<file path="src/uart_pkg.sv">
// Shared constants, register map and carrier types for the serial port control block.
package uart_pkg;

    // ************************************************************
    // Register indices (byte address is four times the index)
    // ************************************************************
    localparam logic [9:0] IDX_POWER  = 10'h087;
    localparam logic [9:0] IDX_SERIAL = 10'h098;
    localparam logic [9:0] IDX_DATA   = 10'h099;
    localparam logic [9:0] IDX_RELOAD = 10'h09A;
    localparam logic [9:0] IDX_BAUD   = 10'h09B;

    // ************************************************************
    // Field positions and reset values
    // ************************************************************
    localparam int         SC_TOP_BIT    = 7;
    localparam int         SC_NEXT_BIT   = 6;
    localparam int         PC_EFS_BIT    = 6;
    localparam int         DATA_VALID_BIT = 8;
    localparam logic [4:0] BAUD_RST      = 5'h00;
    localparam logic [5:0] SC_LOW_RST    = 6'h00;
    localparam logic [7:0] RELOAD_RST    = 8'h00;

    // ************************************************************
    // Cycle counts and sizes
    // ************************************************************
    localparam logic [3:0] FIXED_DIV     = 4'hC;
    localparam logic [3:0] FAST_PRESCALE = 4'h2;
    localparam logic [3:0] SLOW_PRESCALE = 4'hC;
    localparam int         DATA_W        = 8;
    localparam int         FIFO_DEPTH    = 8;

    // ************************************************************
    // Types
    // ************************************************************
    typedef struct packed {
        logic generator_run;
        logic tx_clock_select;
        logic rx_clock_select;
        logic fast_range_select;
        logic mode0_clock_source;
    } baud_ctrl_s;

    typedef struct packed {
        logic              stop_ok;
        logic [DATA_W-1:0] data;
    } rx_char_s;

    typedef enum logic [1:0] {
        MODE_SHIFT  = 2'b00,
        MODE_UART8  = 2'b01,
        MODE_UART9  = 2'b10,
        MODE_UART9V = 2'b11
    } serial_mode_e;

    typedef enum logic [1:0] {
        APB_IDLE   = 2'b01,
        APB_ACCESS = 2'b10
    } apb_state_e;

endpackage : uart_pkg

</file>
<file path="src/sync_fifo.sv">
// Synchronous FIFO with valid and ready on both sides.
`timescale 1ns/1ns
module sync_fifo #(
    parameter int WIDTH = 8,
    parameter int DEPTH = 8
) (
    // Clock and reset
    input  wire logic             pclk,
    input  wire logic             presetn,
    // Fill side
    input  wire logic             in_valid,
    output logic                  in_ready,
    input  wire logic [WIDTH-1:0] in_data,
    // Drain side
    output logic                  out_valid,
    input  wire logic             out_ready,
    output logic [WIDTH-1:0]      out_data
);
    localparam int AW = $clog2(DEPTH);
    localparam int CW = $clog2(DEPTH + 1);

    logic [WIDTH-1:0] mem [DEPTH];
    logic [AW-1:0]    wr_ff;
    logic [AW-1:0]    rd_ff;
    logic [CW-1:0]    cnt_ff;
    logic [CW-1:0]    nxt_cnt;
    logic             not_full_ff;
    logic             push;
    logic             pop;

    assign push      = in_valid && not_full_ff;
    assign out_valid = (cnt_ff != '0);
    assign pop       = out_ready && out_valid;
    assign out_data  = mem[rd_ff];
    assign in_ready  = not_full_ff;

    // Occupancy after this cycle's push and pop.
    always_comb
    begin
        nxt_cnt = cnt_ff;
        if (push && !pop)
            nxt_cnt = cnt_ff + CW'(1);
        else if (pop && !push)
            nxt_cnt = cnt_ff - CW'(1);
    end

    // Ready is registered so the source sees a clean level.
    always_ff @(posedge pclk or negedge presetn)
    begin
        if (!presetn)
        begin
            cnt_ff      <= '0;
            not_full_ff <= 1'b1;
        end
        else
        begin
            cnt_ff      <= nxt_cnt;
            not_full_ff <= (nxt_cnt != CW'(DEPTH));
        end
    end

    // Pointers wrap at the depth.
    always_ff @(posedge pclk or negedge presetn)
    begin
        if (!presetn)
        begin
            wr_ff <= '0;
            rd_ff <= '0;
        end
        else
        begin
            if (push)
                wr_ff <= (wr_ff == AW'(DEPTH - 1)) ? '0 : wr_ff + AW'(1);
            if (pop)
                rd_ff <= (rd_ff == AW'(DEPTH - 1)) ? '0 : rd_ff + AW'(1);
        end
    end

    // Storage carries no reset; while empty, out_data still shows the stale entry at the read pointer.
    always_ff @(posedge pclk)
    begin
        if (push)
            mem[wr_ff] <= in_data;
    end

endmodule : sync_fifo

</file>
<file path="src/baud_gen.sv">
// Internal baud rate generator with slow and fast prescale ranges.
`timescale 1ns/1ns
module baud_gen (
    // Clock and reset
    input  wire logic       pclk,
    input  wire logic       presetn,
    // Control
    input  wire logic       run,
    input  wire logic       fast,
    input  wire logic [7:0] reload,
    // Pulses
    output logic            ovf,
    output logic            baud
);
    import uart_pkg::*;

    logic [3:0] pre_ff;
    logic [7:0] cnt_ff;
    logic       half_ff;
    logic [3:0] limit;
    logic       tick;

    assign limit = fast ? FAST_PRESCALE : SLOW_PRESCALE;
    // A range switch mid-count must not let the prescaler run past its end.
    assign tick  = run && (pre_ff >= limit - 4'h1);
    assign ovf   = tick && (cnt_ff == 8'hFF);
    assign baud  = ovf && half_ff;

    always_ff @(posedge pclk or negedge presetn)
    begin
        if (!presetn)
            pre_ff <= 4'h0;
        else if (!run || tick)
            pre_ff <= 4'h0;
        else
            pre_ff <= pre_ff + 4'h1;
    end

    always_ff @(posedge pclk or negedge presetn)
    begin
        if (!presetn)
        begin
            cnt_ff  <= 8'h00;
            half_ff <= 1'b0;
        end
        else if (!run)
        begin
            cnt_ff  <= reload;
            half_ff <= 1'b0;
        end
        else if (ovf)
        begin
            cnt_ff  <= reload;
            half_ff <= !half_ff;
        end
        else if (tick)
            cnt_ff <= cnt_ff + 8'h01;
    end
endmodule : baud_gen

</file>
<file path="src/uart_baud_and_serial_control.sv">
// Baud and serial control registers with clock source selection and receive FIFO.
//
// Decided for this implementation: the APB register port.
`timescale 1ns/1ns
module uart_baud_and_serial_control (
    // Clock and reset
    input  wire logic                  pclk,
    input  wire logic                  presetn,
    // APB slave
    input  wire logic [11:0]           paddr,
    input  wire logic                  psel,
    input  wire logic                  penable,
    input  wire logic                  pwrite,
    input  wire logic [31:0]           pwdata,
    output logic [31:0]                prdata,
    output logic                       pready,
    output logic                       pslverr,
    // Timer 1 overflow pulse
    input  wire logic                  timer1_ovf,
    // Received characters
    input  wire logic                  rx_valid,
    input  wire uart_pkg::rx_char_s    rx_char,
    output logic                       rx_ready,
    // Serial clocking and mode
    output logic                       tx_clk_en,
    output logic                       rx_clk_en,
    output uart_pkg::serial_mode_e     serial_mode
);
    import uart_pkg::*;

    // ************************************************************
    // Declarations
    // ************************************************************
    baud_ctrl_s        baud_ff;
    logic [7:0]        reload_ff;
    logic              efs_ff;
    logic              mode_bit_0_ff;
    logic              mode_bit_1_ff;
    logic              framing_error_flag_ff;
    logic              overrun_flag_ff;
    logic [5:0]        sc_low_ff;
    apb_state_e        state_ff;
    logic              pready_ff;
    logic              pslverr_ff;
    logic [31:0]       prdata_ff;
    logic              tx_clk_en_ff;
    logic              rx_clk_en_ff;
    serial_mode_e      serial_mode_ff;
    logic [3:0]        div_ff;

    logic [9:0]        idx;
    logic              setup;
    logic              acc_done;
    logic              wr_done;
    logic              rd_done;
    logic              mapped;
    logic [31:0]       rd_word;
    logic              sc_bit7;
    logic              sc_bit6;
    logic              fe_set;
    logic              ovr_set;
    logic              wr_serial;
    logic              fifo_pop;
    logic              fifo_valid;
    logic [DATA_W-1:0] fifo_data;
    logic              brg_ovf;
    logic              brg_baud;
    logic              div_tick;
    logic              m0_clk;
    logic              shift_mode;
    logic [1:0]        src_sel;
    logic [1:0]        uart_clk;

    // ************************************************************
    // APB decode
    // ************************************************************
    assign idx      = paddr[11:2];
    assign setup    = psel && !penable;
    assign acc_done = psel && penable && pready_ff;
    assign wr_done  = acc_done && pwrite;
    assign rd_done  = acc_done && !pwrite;
    assign mapped   = (paddr[1:0] == 2'b00) &&
                      (idx == IDX_POWER || idx == IDX_SERIAL || idx == IDX_DATA ||
                       idx == IDX_RELOAD || idx == IDX_BAUD);
    assign wr_serial = wr_done && mapped && (idx == IDX_SERIAL);
    assign sc_bit7 = efs_ff ? framing_error_flag_ff : mode_bit_0_ff;
    assign sc_bit6 = efs_ff ? overrun_flag_ff : mode_bit_1_ff;
    // Read data mux, captured at the setup cycle.
    always_comb
    begin
        rd_word = 32'h0000_0000;
        case (idx)
            IDX_SERIAL: rd_word = {24'h00_0000, sc_bit7, sc_bit6, sc_low_ff};
            IDX_DATA:   rd_word = {23'h00_0000, fifo_valid, fifo_data};
            IDX_RELOAD: rd_word = {24'h00_0000, reload_ff};
            IDX_BAUD:   rd_word = {24'h00_0000, 3'b000, baud_ff};
            IDX_POWER:  rd_word = {24'h00_0000, 1'b0, efs_ff, 6'h00};
            default:    rd_word = 32'h0000_0000;
        endcase
    end

    // One wait-free access phase per transfer.
    always_ff @(posedge pclk or negedge presetn)
    begin
        if (!presetn)
        begin
            state_ff  <= APB_IDLE;
            pready_ff <= 1'b0;
        end
        else
        begin
            case (state_ff)
                APB_IDLE:
                begin
                    pready_ff <= setup;
                    if (setup)
                        state_ff <= APB_ACCESS;
                end
                // The access cycle, and any stray code, returns to idle.
                default:
                begin
                    pready_ff <= 1'b0;
                    state_ff  <= APB_IDLE;
                end
            endcase
        end
    end
    // Read data and error answer are loaded at setup and held through access.
    always_ff @(posedge pclk or negedge presetn)
    begin
        if (!presetn)
        begin
            prdata_ff  <= 32'h0000_0000;
            pslverr_ff <= 1'b0;
        end
        else if (setup && state_ff == APB_IDLE)
        begin
            prdata_ff  <= mapped ? rd_word : 32'h0000_0000;
            pslverr_ff <= !mapped;
        end
        else if (!acc_done)
            pslverr_ff <= 1'b0;
    end

    // ************************************************************
    // Control registers
    // ************************************************************
    // defined bits reset clear
    always_ff @(posedge pclk or negedge presetn)
    begin
        if (!presetn)
        begin
            baud_ff   <= baud_ctrl_s'(BAUD_RST);
            reload_ff <= RELOAD_RST;
            efs_ff    <= 1'b0;
        end
        else if (wr_done && mapped)
        begin
            if (idx == IDX_BAUD)
                baud_ff <= baud_ctrl_s'(pwdata[4:0]);
            if (idx == IDX_RELOAD)
                reload_ff <= pwdata[7:0];
            if (idx == IDX_POWER)
                efs_ff <= pwdata[PC_EFS_BIT];
        end
    end
    always_ff @(posedge pclk or negedge presetn)
    begin
        if (!presetn)
        begin
            mode_bit_0_ff <= 1'b0;
            mode_bit_1_ff <= 1'b0;
            sc_low_ff     <= SC_LOW_RST;
        end
        else if (wr_serial)
        begin
            sc_low_ff <= pwdata[5:0];
            if (!efs_ff)
            begin
                mode_bit_0_ff <= pwdata[SC_TOP_BIT];
                mode_bit_1_ff <= pwdata[SC_NEXT_BIT];
            end
        end
    end
    assign fe_set  = rx_valid && !rx_char.stop_ok;
    assign ovr_set = rx_valid && !rx_ready && efs_ff;
    // Writing zero through the error view clears a flag; a new event in the same cycle wins.
    always_ff @(posedge pclk or negedge presetn)
    begin
        if (!presetn)
        begin
            framing_error_flag_ff <= 1'b0;
            overrun_flag_ff       <= 1'b0;
        end
        else
        begin
            if (fe_set)
                framing_error_flag_ff <= 1'b1;
            else if (wr_serial && efs_ff && !pwdata[SC_TOP_BIT])
                framing_error_flag_ff <= 1'b0;
            if (ovr_set)
                overrun_flag_ff <= 1'b1;
            else if (wr_serial && efs_ff && !pwdata[SC_NEXT_BIT])
                overrun_flag_ff <= 1'b0;
        end
    end

    // ************************************************************
    // Receive buffer
    // ************************************************************
    // Pop only when the read already returned a valid character, so none is lost.
    assign fifo_pop = rd_done && mapped && (idx == IDX_DATA) && prdata_ff[DATA_VALID_BIT];
    sync_fifo #(
        .WIDTH (DATA_W),
        .DEPTH (FIFO_DEPTH)
    ) u_rx_fifo (
        .pclk      (pclk),
        .presetn   (presetn),
        .in_valid  (rx_valid),
        .in_ready  (rx_ready),
        .in_data   (rx_char.data),
        .out_valid (fifo_valid),
        .out_ready (fifo_pop),
        .out_data  (fifo_data)
    );

    // ************************************************************
    // Clock sources
    // ************************************************************
    baud_gen u_baud_gen (
        .pclk    (pclk),
        .presetn (presetn),
        .run     (baud_ff.generator_run),
        .fast    (baud_ff.fast_range_select),
        .reload  (reload_ff),
        .ovf     (brg_ovf),
        .baud    (brg_baud)
    );
    // Fixed divide by twelve for the compatible shift clock.
    assign div_tick = (div_ff == FIXED_DIV - 4'h1);
    always_ff @(posedge pclk or negedge presetn)
    begin
        if (!presetn)
            div_ff <= 4'h0;
        else
            div_ff <= div_tick ? 4'h0 : div_ff + 4'h1;
    end
    assign m0_clk = baud_ff.mode0_clock_source ? brg_baud : div_tick;
    assign src_sel = {baud_ff.rx_clock_select, baud_ff.tx_clock_select};
    for (genvar ch = 0; ch < 2; ch++)
    begin : g_clk_sel
        assign uart_clk[ch] = src_sel[ch] ? brg_ovf : timer1_ovf;
    end
    assign shift_mode = ({mode_bit_0_ff, mode_bit_1_ff} == MODE_SHIFT);
    always_ff @(posedge pclk or negedge presetn)
    begin
        if (!presetn)
        begin
            tx_clk_en_ff   <= 1'b0;
            rx_clk_en_ff   <= 1'b0;
            serial_mode_ff <= MODE_SHIFT;
        end
        else
        begin
            tx_clk_en_ff   <= shift_mode ? m0_clk : uart_clk[0];
            rx_clk_en_ff   <= shift_mode ? m0_clk : uart_clk[1];
            serial_mode_ff <= serial_mode_e'({mode_bit_0_ff, mode_bit_1_ff});
        end
    end

    assign prdata      = prdata_ff;
    assign pready      = pready_ff;
    assign pslverr     = pslverr_ff;
    assign tx_clk_en   = tx_clk_en_ff;
    assign rx_clk_en   = rx_clk_en_ff;
    assign serial_mode = serial_mode_ff;
endmodule : uart_baud_and_serial_control

</file>
<file path="config.mk">
export PLATFORM = sky130hd
export DESIGN_NAME = uart_baud_and_serial_control
export DESIGN_NICKNAME = d
export VERILOG_FILES = /design/src/uart_pkg.sv /design/src/sync_fifo.sv /design/src/baud_gen.sv /design/src/uart_baud_and_serial_control.sv
export SDC_FILE = /design/constraint.sdc
export NUM_CORES = 1
export LEC_CHECK = 0
export BUFFER_PORTS_ARGS = -buffer_cell sky130_fd_sc_hd__buf_2
export CAP_MARGIN = 20
export CORE_UTILIZATION = 55
export CTS_BUF_LIST = sky130_fd_sc_hd__clkbuf_8
export DETAILED_ROUTE_END_ITERATION = 16
export PLACE_DENSITY_LB_ADDON = 0.1
export SLEW_MARGIN = 25
export SYNTH_ARGS = -nofsm -noshare
export SYNTH_HDL_FRONTEND = slang
export SYNTH_HIERARCHICAL = 1
export SYNTH_SLANG_ARGS = --single-unit
</file>
<file path="constraint.sdc">
create_clock -name pclk -period 4.8 [get_ports pclk]
set_input_delay 0.24 -clock pclk [delete_from_list [all_inputs] [get_ports pclk]]
set_output_delay 0.24 -clock pclk [all_outputs]
set_load 0.05 [all_outputs]
</file>
==> run_results.csv <==
group,metric,value,unit
status,outcome,"finished, violations left",
status,violations,"negative hold slack",
timing,slew_violations,0,
timing,max_slew_margin,0.417,
clock_network,clk_pin_slew,70,ps
clock_network,h-tree-depth,4,
clock_network,cts_root_buf,"clkbuf_8",
synth,yosysWarnings,6,
synth,synth.cell_area,6180,um2
clock_network,insertion_delay,440,ps
clock_network,clock_path_buffers,2,
clock_network,cts_tree,"done",
clock_network,cts_buffers,17,
setup_path,path_class,"reg2reg",
global_route,grtUsageTotal,0.223,
pwr,power.density,397,nW/um2
placement,dp_cells,617,
min_path,hold_path_class,"in2async",
timing,hold_violations,10,
setup_path,reg2reg_slack,2250,ps
global_route,grt_pass1_wl,18800,um
drt,vias,3731,
floorplan,core_area,10900,um2
setup_path,critPathLaunchType,"flop",
finish,drive_above_1_share,0.312,
finish,final_net_count,568,
drt,drc,0,
synth,synthDistinctLibCells,65,
clock_network,post-cts-setup-buffers,0,
setup_path,path_delay_family,"multiplexers",
drt,drt_wl_total,11800,um
global_route,grt_pass1_vias,3597,
drt,drt_iter0_markers,217,
setup_path,worstPathBufferInverterCount,2,
timing,fin_crit,2550,ps
finish,area_growth,10.8,%
floorplan,die_area,11700,um2
floorplan,die_x,108,um
run,maxCapViolCount,0,
drt,drt-wirelength-per-cell,18.2,um
synth,syn_avg_cell_area,14.1,um2
setup_path,required,5110,ps
synth,synthCells,439,
global_route,antenna_found_initial,0,
synth,ys_seq_area_frac,0.591,
finish,diodes,0,
timing,max_freq,392,MHz
timing,finalSetupViolCount,0,
floorplan,die_y,108,um
synth,ys_seq_elements,133,
pwr,ir_worst_vdd,0.000264,V
setup_path,slowest_delay,650,ps
pwr,leakagePower,2.88,nW
floorplan,rows,38,
clock_network,clock_sinks,133,
finish,fin_cells,650,
placement,gp_congestion,0.835,
timing,post-route-period-util,0.531,
setup_path,worstSetupEndpointType,"flop",
setup_path,crit_slowest_cell,"dfrtp_1",
drt,ant_nets,0,
timing,fin_hold_ws,-15.0,ps
setup_path,cpMostUsedCell,"mux4_2",
synth,synth_ff_type,"dfrtp_1",
setup_path,crit_chain,"buf_4 > mux4_2 > mux2_2 > mux4_2 > inv_1 > o21ai_0",
synth,synth_edf_count,64,
global_route,grt_max_degree,70,
drt,vias_per_cell,5.74,
setup_path,critPathMaxFanout,11,
floorplan,ios,99,
setup_path,worstPathArrival,2860,ps
timing,rsz0062_at_grt,"false",
global_route,grt_overflow_total,0,
floorplan,start_util,0.567,
placement,portBuffers,51,
timing,tightest_slew,870,ps
placement,dp_hpwl,7900,um
synth,async_reset_ff_frac,0.519,
drt,firstDrtPassIters,5,
timing,setup_tns,0,ps
timing,fin_skew,7.13,ps
==> worst register-to-register path: stages (launching register included) <==
cell,delay [ps]
dfrtp_1,650
buf_4,350
mux4_2,540
mux2_2,310
mux4_2,450
inv_1,70
o21ai_0,60
==> registers in the layout (all words and copies together), names as in the netlist, 2 cells and up <==
name and count:
div_ff 4, state_ff 2, u_rx_fifo/wr_ff 3, u_baud_gen/pre_ff 4, u_rx_fifo/cnt_ff 4, u_baud_gen/cnt_ff 8, baud_ff 5, u_rx_fifo/rd_ff 3
sc_low_ff 6, serial_mode 2, prdata 9, reload_ff 8, u_rx_fifo/mem 64
==> path summary, 6_finish.rpt <==
check | startpoint | end | cells after the start
setup / recovery | u_rx_fifo/rd_ff[0] | prdata[2] | 6
setup reg to reg | u_rx_fifo/rd_ff[0] | prdata[2] | 6
hold reg to reg | mode_bit_1_ff | serial_mode[0] | 0
min in group pclk | pwdata[5] | sc_low_ff[5] | 2
hold / removal | presetn | div_ff[3] | 2
max in group asynchronous | presetn | prdata[5] | 2
==> timing repair <==
item,in CTS,in global routing
hold buffers,1,0
hold endpoints to repair,1,0
endpoints found under the setup margin,0,0
gates resized for setup,0,0
==> per-stage QoR <==
step	worst slack, ps	hold WS (ps)	area, um2	utilization	total power, mW
after floorplan	2340	-55.6	6260	-	1.72
after global placement	1960	408	6460	0.593	1.82
after detailed placement	1900	421	6460	0.593	1.83
after CTS	2210	23.1	6850	0.629	2.74
after global routing	2100	34.1	6850	0.629	2.83
final	2250	-15.0	6850	0.629	2.72
==> synth_stat cells (all sizes together), types with 6 or more instances <==
cell type | count | area [um2]
nand2b | 6 | 37.5
nand2 | 17 | 63.8
inv | 20 | 75.1
mux4 | 21 | 473
nor2 | 13 | 48.8
edfxtp | 64 | 1920
nand3 | 6 | 30.0
mux2 | 38 | 428
ha | 11 | 138
nand4 | 8 | 50.1
and3 | 8 | 52.6
nor3 | 10 | 50.1
buf | 34 | 258
clkbuf | 7 | 26.3
o21ai | 13 | 68.8
and2 | 6 | 37.5
a21oi | 13 | 68.8
dfrtp | 67 | 1680
==> power breakdown <==
part	internal (mW)	switching (mW)
Sequential	1.32	0.0849
Clock	0.497	0.410
Combinational	0.158	0.245
Total	1.98	0.740
==> layout by cell type (no fill, tap or decap), drive strengths merged, types with 6 or more instances in the layout <==
cell type / Yosys / routed
dfrtp: 67 / 67
edfxtp: 64 / 64
buf: 34 / 57
mux2: 38 / 38
conb: 1 / 23
inv: 20 / 22
mux4: 21 / 21
nand2: 17 / 17
clkbuf: 7 / 17
nor2: 13 / 13
o21ai: 13 / 13
a21oi: 13 / 13
ha: 11 / 11
nor3: 10 / 10
nand4: 8 / 8
and3: 8 / 8
clkinv: 0 / 8
nand2b: 6 / 6
nand3: 6 / 6
and2: 6 / 6
==> area by class of cell <==
type	count	area [um2]
flip-flops and latches	133	3650
multi-input cells	267	2260
well taps	140	175
clock buffers	17	234
repair buffers	58	310
clock inverters	15	146
fillers	836	4040
inverters	20	75.1
==> logic make-up (layout without fill, tap and decap cells) <==
family / after synthesis / after routing / share of synthesized area
other cells: 1 / 23 / 0.000607
mux: 60 / 60 / 0.147
buf+inv: 61 / 110 / 0.0581
xor+xnor: 2 / 2 / 0.00284
simple gates: 105 / 105 / 0.102
flops: 133 / 133 / 0.591
compound gates: 66 / 66 / 0.0759
fa+ha+maj: 11 / 11 / 0.0223
==> layer usage <==
layer	track usage	up-vias	routed length [um]
li1	-	1747	-
met1	0.294	1868	5390
met2	0.359	99	5820
met3	0.0536	17	411
met4	0.0861	0	218
met5	0	-	0
No activity file was read; power rests on OpenSTA's default activity.
